==> config.mk <==
export PLATFORM = sky130hd
export DESIGN_NAME = serial_comm_unit
export DESIGN_NICKNAME = d
export VERILOG_FILES = /design/src/rtl/serial_comm_unit.v
export VERILOG_INCLUDE_DIRS = /design/src /design/src/rtl
export SDC_FILE = /design/constraint.sdc
export NUM_CORES = 1
export LEC_CHECK = 0
export BUFFER_PORTS_ARGS = -buffer_cell sky130_fd_sc_hd__buf_4
export CORE_MARGIN = 2
export CORE_UTILIZATION = 40
export DETAILED_ROUTE_END_ITERATION = 8
export GPL_TIMING_DRIVEN = 0
export PLACE_DENSITY = 0.55
export REMOVE_ABC_BUFFERS = 1
export SYNTH_ARGS = -nofsm -noshare
export SYNTH_HDL_FRONTEND = slang
export SYNTH_SLANG_ARGS = --single-unit
==> constraint.sdc <==
create_clock -name pclk -period 4.3 [get_ports pclk]
set_input_delay 0.645 -clock pclk [delete_from_list [all_inputs] [get_ports pclk]]
set_output_delay 0.645 -clock pclk [all_outputs]
set_load 0.005 [all_outputs]
==> src/rtl/serial_comm_unit_consts.vh <==
`ifndef SERIAL_COMM_UNIT_CONSTS_VH
`define SERIAL_COMM_UNIT_CONSTS_VH

// ****************************************************************
// Register byte offsets
// ****************************************************************
`define OFS_DATA        12'h000
`define OFS_CONTROL     12'h004
`define OFS_STATUS      12'h008
`define OFS_BAUD        12'h00C
`define OFS_RXDATA      12'h010

// ****************************************************************
// Control register fields
// ****************************************************************
`define CTL_TXEN        0
`define CTL_TIE         1
`define CTL_TX_END_IRQ_ENABLE        2
`define CTL_SEVEN       3
`define CTL_MPE         4
`define CTL_TWO_STOP    5
`define CTL_MP_BIT_TX_VALUE        6
`define CTL_SMART       7
`define CTL_BLOCK       8
`define CTL_RXEN        9
`define CTL_WIDTH       10
`define CTL_RESET       10'h000

// ****************************************************************
// Status register fields
// ****************************************************************
`define ST_TX_EMPTY_FLAG         0
`define ST_TX_END_FLAG         1
`define ST_PER          2
`define ST_RDRF         3

// ****************************************************************
// Divider reset value is the bit time in clock cycles minus one; error and guard timing in elementary time units
// ****************************************************************
`define BAUD_RESET      16'h0010
`define ERR_SIG_ETU     4'h2
`define ERR_SAMPLE_ETU  4'h1
`define GUARD_ETU       4'h2

`endif

==> src/rtl/serial_comm_unit.v <==
// Function
// - Empty flag zero means buffer loaded; move it
// - After move set empty flag and start frame
// - Empty flag with enable raises empty request
// - Low start bit then 8/7 data LSB first
// - Multiprocessor format adds one programmed bit
// - One or two high stop bits
// - Line held high between frames
// - At stop, pending byte loads back-to-back
// - At stop, none pending sets end flag
// - End flag with enable raises end request
// - Smart card idle line left undriven
// - Smart frame start, D0-D7, parity
// - Release line after parity bit
// - Receiver drives error low on parity fault
// - Transmitter resends frame after error signal
// - Block mode receiver never drives error
// - Block mode transmitter ignores error signal
`timescale 1ns/1ns
`default_nettype none
`include "serial_comm_unit_consts.vh"

module serial_comm_unit (
  // APB slave
  input  wire        pclk,
  input  wire        presetn,
  input  wire        psel,
  input  wire        penable,
  input  wire        pwrite,
  input  wire [11:0] paddr,
  input  wire [31:0] pwdata,
  output reg  [31:0] prdata,
  output wire        pready,
  output wire        pslverr,
  // Serial line
  input  wire        line_in,
  output reg         line_out,
  output reg         line_oe,
  // Interrupt requests
  output wire        tx_empty_irq,
  output wire        tx_end_irq
);

  // ****************************************************************
  // States
  // ****************************************************************
  localparam [2:0] ST_IDLE  = 3'h0;
  localparam [2:0] ST_START = 3'h1;
  localparam [2:0] ST_DATA  = 3'h2;
  localparam [2:0] ST_EXTRA = 3'h3;
  localparam [2:0] ST_STOP  = 3'h4;
  localparam [2:0] ST_GUARD = 3'h5;

  localparam [1:0] RX_IDLE  = 2'h0;
  localparam [1:0] RX_BITS  = 2'h1;
  localparam [1:0] RX_ERR   = 2'h2;

  // ****************************************************************
  // Registers
  // ****************************************************************
  reg  [`CTL_WIDTH-1:0] serial_control_reg;
  reg  [15:0]           baud_div;
  reg  [7:0]            tx_buffer_reg;
  reg  [7:0]            tx_shift_reg;
  reg                   tx_empty_flag;
  reg                   tx_end_flag;
  reg                   rx_err_flag;
  reg                   rx_full_flag;
  reg  [7:0]            rx_data;
  reg  [2:0]            tx_state;
  reg  [3:0]            bit_cnt;
  reg  [15:0]           tick_cnt;
  reg  [3:0]            etu_cnt;
  reg                   stop_second;
  reg                   err_seen;
  reg                   parity_acc;
  reg  [1:0]            rx_state;
  reg  [3:0]            rx_bits;
  reg  [15:0]           rx_tick;
  reg  [8:0]            rx_sr;
  reg  [3:0]            rx_etu;
  reg                   rx_drive;
  reg                   rx_fault;

  wire wr_en = psel & penable & pwrite;
  wire rd_en = psel & ~penable & ~pwrite;
  wire smart = serial_control_reg[`CTL_SMART];
  wire block = serial_control_reg[`CTL_BLOCK];
  wire seven = serial_control_reg[`CTL_SEVEN] & ~smart;
  wire etu_end = (tick_cnt == baud_div);
  wire [3:0] data_bits = seven ? 4'h7 : 4'h8;

  // Decoded register hit, used by both read and write paths
  function is_reg;
    input [11:0] a;
    input [11:0] ofs;
    begin
      is_reg = (a == ofs);
    end
  endfunction

  wire hit_any = is_reg(paddr, `OFS_DATA) | is_reg(paddr, `OFS_CONTROL) |
                 is_reg(paddr, `OFS_STATUS) | is_reg(paddr, `OFS_BAUD) |
                 is_reg(paddr, `OFS_RXDATA);
  wire wr_data = wr_en & is_reg(paddr, `OFS_DATA);
  wire wr_stat = wr_en & is_reg(paddr, `OFS_STATUS);
  wire rd_rx   = psel & penable & ~pwrite & is_reg(paddr, `OFS_RXDATA);

  // Zero wait states; unmapped addresses answer with an error
  assign pready  = 1'b1;
  assign pslverr = psel & penable & ~hit_any;

  // Interrupt requests gated by their enables
  assign tx_empty_irq = tx_empty_flag & serial_control_reg[`CTL_TIE];
  assign tx_end_irq   = tx_end_flag & serial_control_reg[`CTL_TX_END_IRQ_ENABLE];

  // ****************************************************************
  // Bus writes and reads
  // ****************************************************************
  always @(posedge pclk or negedge presetn) begin
    if (!presetn) begin
      serial_control_reg <= `CTL_RESET;
      baud_div           <= `BAUD_RESET;
      tx_buffer_reg      <= 8'h00;
    end else if (wr_en) begin
      if (is_reg(paddr, `OFS_CONTROL))
        serial_control_reg <= pwdata[`CTL_WIDTH-1:0];
      if (is_reg(paddr, `OFS_BAUD))
        baud_div <= pwdata[15:0];
      if (is_reg(paddr, `OFS_DATA))
        tx_buffer_reg <= pwdata[7:0];
    end
  end

  // Read data latched in the setup cycle
  always @(posedge pclk or negedge presetn) begin
    if (!presetn) begin
      prdata <= 32'h00000000;
    end else if (rd_en) begin
      prdata <= 32'h00000000;
      if (is_reg(paddr, `OFS_DATA))
        prdata <= {24'h000000, tx_buffer_reg};
      if (is_reg(paddr, `OFS_CONTROL))
        prdata <= {22'h000000, serial_control_reg};
      if (is_reg(paddr, `OFS_STATUS))
        prdata <= {28'h0000000, rx_full_flag, rx_err_flag, tx_end_flag, tx_empty_flag};
      if (is_reg(paddr, `OFS_BAUD))
        prdata <= {16'h0000, baud_div};
      if (is_reg(paddr, `OFS_RXDATA))
        prdata <= {24'h000000, rx_data};
    end
  end

  // ****************************************************************
  // Transmitter
  // ****************************************************************
  always @(posedge pclk or negedge presetn) begin
    if (!presetn) begin
      tx_state      <= ST_IDLE;
      tx_shift_reg  <= 8'h00;
      tx_empty_flag <= 1'b1;
      tx_end_flag   <= 1'b1;
      bit_cnt       <= 4'h0;
      tick_cnt      <= 16'h0000;
      etu_cnt       <= 4'h0;
      stop_second   <= 1'b0;
      err_seen      <= 1'b0;
      parity_acc    <= 1'b0;
      line_out      <= 1'b1;
      line_oe       <= 1'b0;
    end else begin
      tick_cnt <= etu_end ? 16'h0000 : tick_cnt + 16'h0001;
      // Software write of the buffer clears the empty flag, and the end flag unless stop start or guard end sets it in that cycle
      if (wr_data) begin
        tx_empty_flag <= 1'b0;
        tx_end_flag   <= 1'b0;
      end
      case (tx_state)
        ST_IDLE: begin
          // Idle: mark level, released in smart mode unless the
          // receiver is signalling a parity error
          line_out <= ~rx_drive;
          line_oe  <= ~smart | rx_drive;
          if (!tx_empty_flag && !wr_data && serial_control_reg[`CTL_TXEN]) begin
            tx_shift_reg  <= tx_buffer_reg;
            tx_empty_flag <= 1'b1;
            tx_state      <= ST_START;
            tick_cnt      <= 16'h0000;
          end
        end
        ST_START: begin
          line_out   <= 1'b0;
          line_oe    <= 1'b1;
          bit_cnt    <= 4'h0;
          parity_acc <= 1'b0;
          if (etu_end)
            tx_state <= ST_DATA;
        end
        ST_DATA: begin
          line_out <= tx_shift_reg[bit_cnt[2:0]];
          if (etu_end) begin
            parity_acc <= parity_acc ^ tx_shift_reg[bit_cnt[2:0]];
            bit_cnt    <= bit_cnt + 4'h1;
            if (bit_cnt == data_bits - 4'h1)
              tx_state <= (smart | serial_control_reg[`CTL_MPE]) ? ST_EXTRA : ST_STOP;
            stop_second <= 1'b0;
          end
        end
        ST_EXTRA: begin
          // Even parity in smart mode, else multiprocessor bit
          line_out <= smart ? parity_acc : serial_control_reg[`CTL_MP_BIT_TX_VALUE];
          if (etu_end) begin
            tx_state <= smart ? ST_GUARD : ST_STOP;
            etu_cnt  <= 4'h0;
            err_seen <= 1'b0;
          end
        end
        ST_GUARD: begin
          line_oe <= 1'b0;
          // Sample the line for the error signal at a fixed point
          if (etu_end && etu_cnt == `ERR_SAMPLE_ETU && !line_in && !block)
            err_seen <= 1'b1;
          if (etu_end) begin
            etu_cnt <= etu_cnt + 4'h1;
            if (etu_cnt == `GUARD_ETU) begin
              if (err_seen) begin
                tx_state <= ST_START;
              end else if (!tx_empty_flag && !wr_data) begin
                tx_shift_reg  <= tx_buffer_reg;
                tx_empty_flag <= 1'b1;
                tx_state      <= ST_START;
              end else begin
                tx_end_flag <= 1'b1;
                tx_state    <= ST_IDLE;
              end
            end
          end
        end
        ST_STOP: begin
          line_out <= 1'b1;
          if (tick_cnt == 16'h0000 && !stop_second) begin
            // Check for the next byte as the stop bit begins
            if (!tx_empty_flag && !wr_data) begin
              tx_shift_reg  <= tx_buffer_reg;
              tx_empty_flag <= 1'b1;
              err_seen      <= 1'b1;
            end else begin
              tx_end_flag <= 1'b1;
              err_seen    <= 1'b0;
            end
          end
          if (etu_end) begin
            if (serial_control_reg[`CTL_TWO_STOP] && !stop_second)
              stop_second <= 1'b1;
            else
              tx_state <= err_seen ? ST_START : ST_IDLE;
          end
        end
        default: tx_state <= ST_IDLE;
      endcase
    end
  end

  // ****************************************************************
  // Smart card receiver and error signalling
  // ****************************************************************
  always @(posedge pclk or negedge presetn) begin
    if (!presetn) begin
      rx_state     <= RX_IDLE;
      rx_bits      <= 4'h0;
      rx_tick      <= 16'h0000;
      rx_sr        <= 9'h000;
      rx_etu       <= 4'h0;
      rx_drive     <= 1'b0;
      rx_fault     <= 1'b0;
      rx_err_flag  <= 1'b0;
      rx_full_flag <= 1'b0;
      rx_data      <= 8'h00;
    end else begin
      // Software clears: error by writing zero, full by reading data
      if (wr_stat && !pwdata[`ST_PER])
        rx_err_flag <= 1'b0;
      if (rd_rx)
        rx_full_flag <= 1'b0;
      case (rx_state)
        RX_IDLE: begin
          rx_drive <= 1'b0;
          // Blocked while a block-mode error is outstanding
          if (smart && serial_control_reg[`CTL_RXEN] && tx_state == ST_IDLE &&
              !line_in && !(block && rx_err_flag)) begin
            rx_state <= RX_BITS;
            rx_bits  <= 4'h0;
            rx_tick  <= 16'h0000;
          end
        end
        RX_BITS: begin
          rx_tick <= (rx_tick == baud_div) ? 16'h0000 : rx_tick + 16'h0001;
          if (rx_tick == {1'b0, baud_div[15:1]}) begin
            rx_sr   <= {line_in, rx_sr[8:1]};
            rx_bits <= rx_bits + 4'h1;
            if (rx_bits == 4'h9) begin
              // Parity sampled mid-bit; the tail state waits out the
              // rest of the bit so a low parity bit is no new start
              rx_etu   <= 4'h0;
              rx_state <= RX_ERR;
              rx_fault <= ^rx_sr[8:0] ^ line_in;
              // Good frames hand the byte over, bad ones raise the flag
              if (^rx_sr[8:0] ^ line_in) begin
                rx_err_flag <= 1'b1;
              end else begin
                rx_data      <= rx_sr[8:1];
                rx_full_flag <= 1'b1;
              end
            end
          end
        end
        RX_ERR: begin
          rx_tick <= (rx_tick == baud_div) ? 16'h0000 : rx_tick + 16'h0001;
          // Counted in bit times from the end of the parity bit
          if (rx_tick == baud_div) begin
            rx_etu <= rx_etu + 4'h1;
            // Error signal only in normal mode, never in block mode
            if (rx_etu == 4'h0)
              rx_drive <= rx_fault & ~block;
            // Release after the error length, then one quiet bit time
            if (rx_etu == `ERR_SIG_ETU)
              rx_drive <= 1'b0;
            if (rx_etu == `ERR_SIG_ETU + 4'h1)
              rx_state <= RX_IDLE;
          end
        end
        default: rx_state <= RX_IDLE;
      endcase
    end
  end

endmodule
`default_nettype wire

==> impl_metrics.json <==
{
  "initial_utilization": 0.410,
  "vias_per_cell": 5.45,
  "synth_ff_type": "dfrtp_1",
  "grt_pass1_vias": 5955,
  "cts_buffers": 17,
  "cts_resized": 0,
  "synth_area_mm2": 0.00773,
  "antenna_found_initial": 0,
  "drive_gt1_frac": 0.198,
  "cpPeakStageDelay_ns": 0.85,
  "route.detailed.wl_per_inst_um": 18.2,
  "dieHeight_um": 143,
  "htreeDepth": 4,
  "cp-start-kind": "flip-flop",
  "hold_violations": 0,
  "synth_cell_types": 74,
  "synth_most_common_cell": "dfrtp_1",
  "synth_seq_cells": 139,
  "dr.pass1.iters": 5,
  "crit_path_frequent_cell": "o31ai_1",
  "cts.path.max_buffers": 2,
  "area_delta_synth_final_pct": 15.7,
  "cts_tree": "built",
  "path_clk_slew_ns": 0.06,
  "cpMaxStageDelayCell": "o31ai_1",
  "max_cap_violations": 0,
  "hpwl_um": 13900,
  "rows": 50,
  "drv_slew": 0,
  "criticalPathCategory": "reg -> reg",
  "grt_pass1_wl_um": 31800,
  "synthArstFlopShare": 1.00,
  "core_area_mm2": 0.0188,
  "chipWidth_um": 143,
  "synth_top_area_frac": 0.437,
  "fin_nets": 852,
  "clock_sinks": 139,
  "clock_latency_ns": 0.43,
  "post-place-cells": 1028,
  "die-area_mm2": 0.0205,
  "clock_skew_ns": 0.0137,
  "ant_nets": 0,
  "slew_headroom": 0.298,
  "overflow": 0,
  "postCtsSetupBuffers": 0,
  "cts_root_buf": "clkbuf_16",
  "synth_edf_count": 0,
  "syn_inst": 754,
  "wl_um": 19300,
  "n_antenna_cell": 0,
  "hp-class": "in -> async",
  "endpoint_kind": "flip-flop",
  "power.leakage_uw": 0.00394,
  "yosysWarnings": 0,
  "status": "finished clean",
  "critPathRequiredTime_ns": 4.58,
  "vias": 5778,
  "syn_area_per_cell_um2": 10.3,
  "power_density_mw_per_mm2": 537,
  "ioPinCount": 88,
  "synth-seq-area-share": 0.451,
  "worstPathCellList": "or3_1 -> o31ai_1 -> a41oi_1 -> o21ai_0 -> o31ai_1",
  "setup_viol": 0,
  "ir_drop_uv": 376,
  "tightest_slew_ns": 1.04,
  "period_needed_ns": 2.94,
  "fillerInstances": 1732,
  "fmax_ghz": 0.340,
  "tns_ns": 0,
  "cts_hold_buf": 0,
  "grt_max_degree": 85,
  "synthTopCellsByCount": "dfrtp_1 (135), nor2_1 (80), xnor2_1 (66)",
  "synthTopCellsByArea": "dfrtp_1 (44%), mux2_2 (7.9%), xnor2_1 (7.5%)",
  "track_usage": 0.202,
  "arrival_ns": 3.22,
  "min_period_over_period": 0.684,
  "io_buffer_count": 54,
  "route.detailed.drc": 0,
  "yosysTopAreaCell": "dfrtp_1",
  "rsz0062_at_grt": "false",
  "cp_max_fo": 27,
  "stdcell_count": 1060,
  "drt-initial-drc-count": 361,
  "gp_congestion": 0.830
}
-- cell families (layout without fill, tap and decap cells) --
family          Yosys count  after routing  synth area share
compound gates          111            111             0.100
xor+xnor                 86             86            0.0974
fa+ha+maj                15             15            0.0243
buf+inv                  75            106            0.0460
flops                   139            139             0.451
mux                      71             71             0.105
other cells               2             17          0.000972
simple gates            255            255             0.176
-- layout make-up --
type                            instances  area [µm²]  area share
Tap cell                              260         325      0.0364
Timing Repair Buffer                   56         444      0.0497
Sequential cell                       139        3480       0.389
Multi-Input combinational cell        555        3960       0.443
Clock inverter                         10         186      0.0208
Inverter                               18        67.6     0.00755
Clock buffer                           22         474      0.0530
-- worst max-delay path: cells and delay by family (launching register included) --
kind / cells / cell delay (ns)
AO/OA/AOI/OAI: 4 / 1.51
AND/OR/NAND/NOR: 1 / 0.59
flip-flops: 1 / 0.70
-- through the flow --
step / power [µW] / utilization / cell area, µm² / setup WS [ns] / hold slack (ns)
finish: 4800 / 0.475 / 8940 / 1.36 / 0.287
global route: 5110 / 0.475 / 8940 / 1.03 / 0.342
CTS: 4840 / 0.475 / 8940 / 1.39 / 0.314
detailed placement: 3170 / 0.440 / 8280 / 0.975 / 0.479
global placement: 3110 / 0.437 / 8230 / 0.821 / 0.470
floorplan: 2730 / - / 7500 / 1.57 / 0.349
-- per-layer routing --
| layer | track usage | routed length (µm) | vias to the layer above |
|---|---|---|---|
| met5 | 0 | 0 | - |
| met4 | 0.0771 | 476 | 0 |
| met3 | 0.0469 | 938 | 31 |
| met2 | 0.319 | 8920 | 169 |
| met1 | 0.269 | 8990 | 2881 |
| li1 | - | - | 2697 |
-- layout by cell type (no fill, tap or decap), types with 4 or more instances in the layout --
| master | instances |
|---|---|
| mux2i_1 | 8 |
| o2bb2ai_1 | 6 |
| o31ai_1 | 7 |
| dfstp_2 | 4 |
| nand4_1 | 15 |
| nor2_1 | 80 |
| mux2_2 | 54 |
| conb_1 | 17 |
| nand3_1 | 22 |
| buf_4 | 54 |
| nand2b_1 | 7 |
| ha_1 | 15 |
| bufinv_16 | 5 |
| nand2_1 | 50 |
| o21a_1 | 4 |
| nand3b_1 | 4 |
| and2_1 | 5 |
| dfrtp_1 | 135 |
| inv_1 | 17 |
| nor3_1 | 17 |
| clkbuf_16 | 17 |
| a221oi_1 | 10 |
| nand4b_1 | 4 |
| xor2_1 | 20 |
| nor2b_1 | 7 |
| and4_1 | 5 |
| nor4_1 | 6 |
| o21ai_0 | 26 |
| a22o_1 | 7 |
| mux2_1 | 7 |
| xnor2_1 | 66 |
| and3_1 | 9 |
| a21oi_1 | 19 |
-- power breakdown --
part,internal [µW],switching [µW],total [µW]
clock,1080,572,1650
combinational,607,738,1340
sequential,1520,285,1810
-- final timing paths --
path / cells past startpoint / end / from / slack (ns)
setup reg to reg: 5 / rx_state[0]$_DFFE_PN0P_ / tx_state[2]$_DFFE_PN0P_ / 1.36
hold reg to reg: 2 / prdata[7]$_DFFE_PN0P_ / prdata[7]$_DFFE_PN0P_ / 0.48
min in group pclk: 2 / baud_div[15]$_DFFE_PN0P_ / pwdata[15] / 0.45
setup / recovery: 5 / rx_state[0]$_DFFE_PN0P_ / tx_state[2]$_DFFE_PN0P_ / 1.36
hold / removal: 1 / bit_cnt[2]$_DFFE_PN0P_ / presetn / 0.29
max in group asynchronous: 2 / baud_div[4]$_DFFE_PN1P_ / presetn / 3.23
No activity file was read; power rests on OpenSTA's default activity.
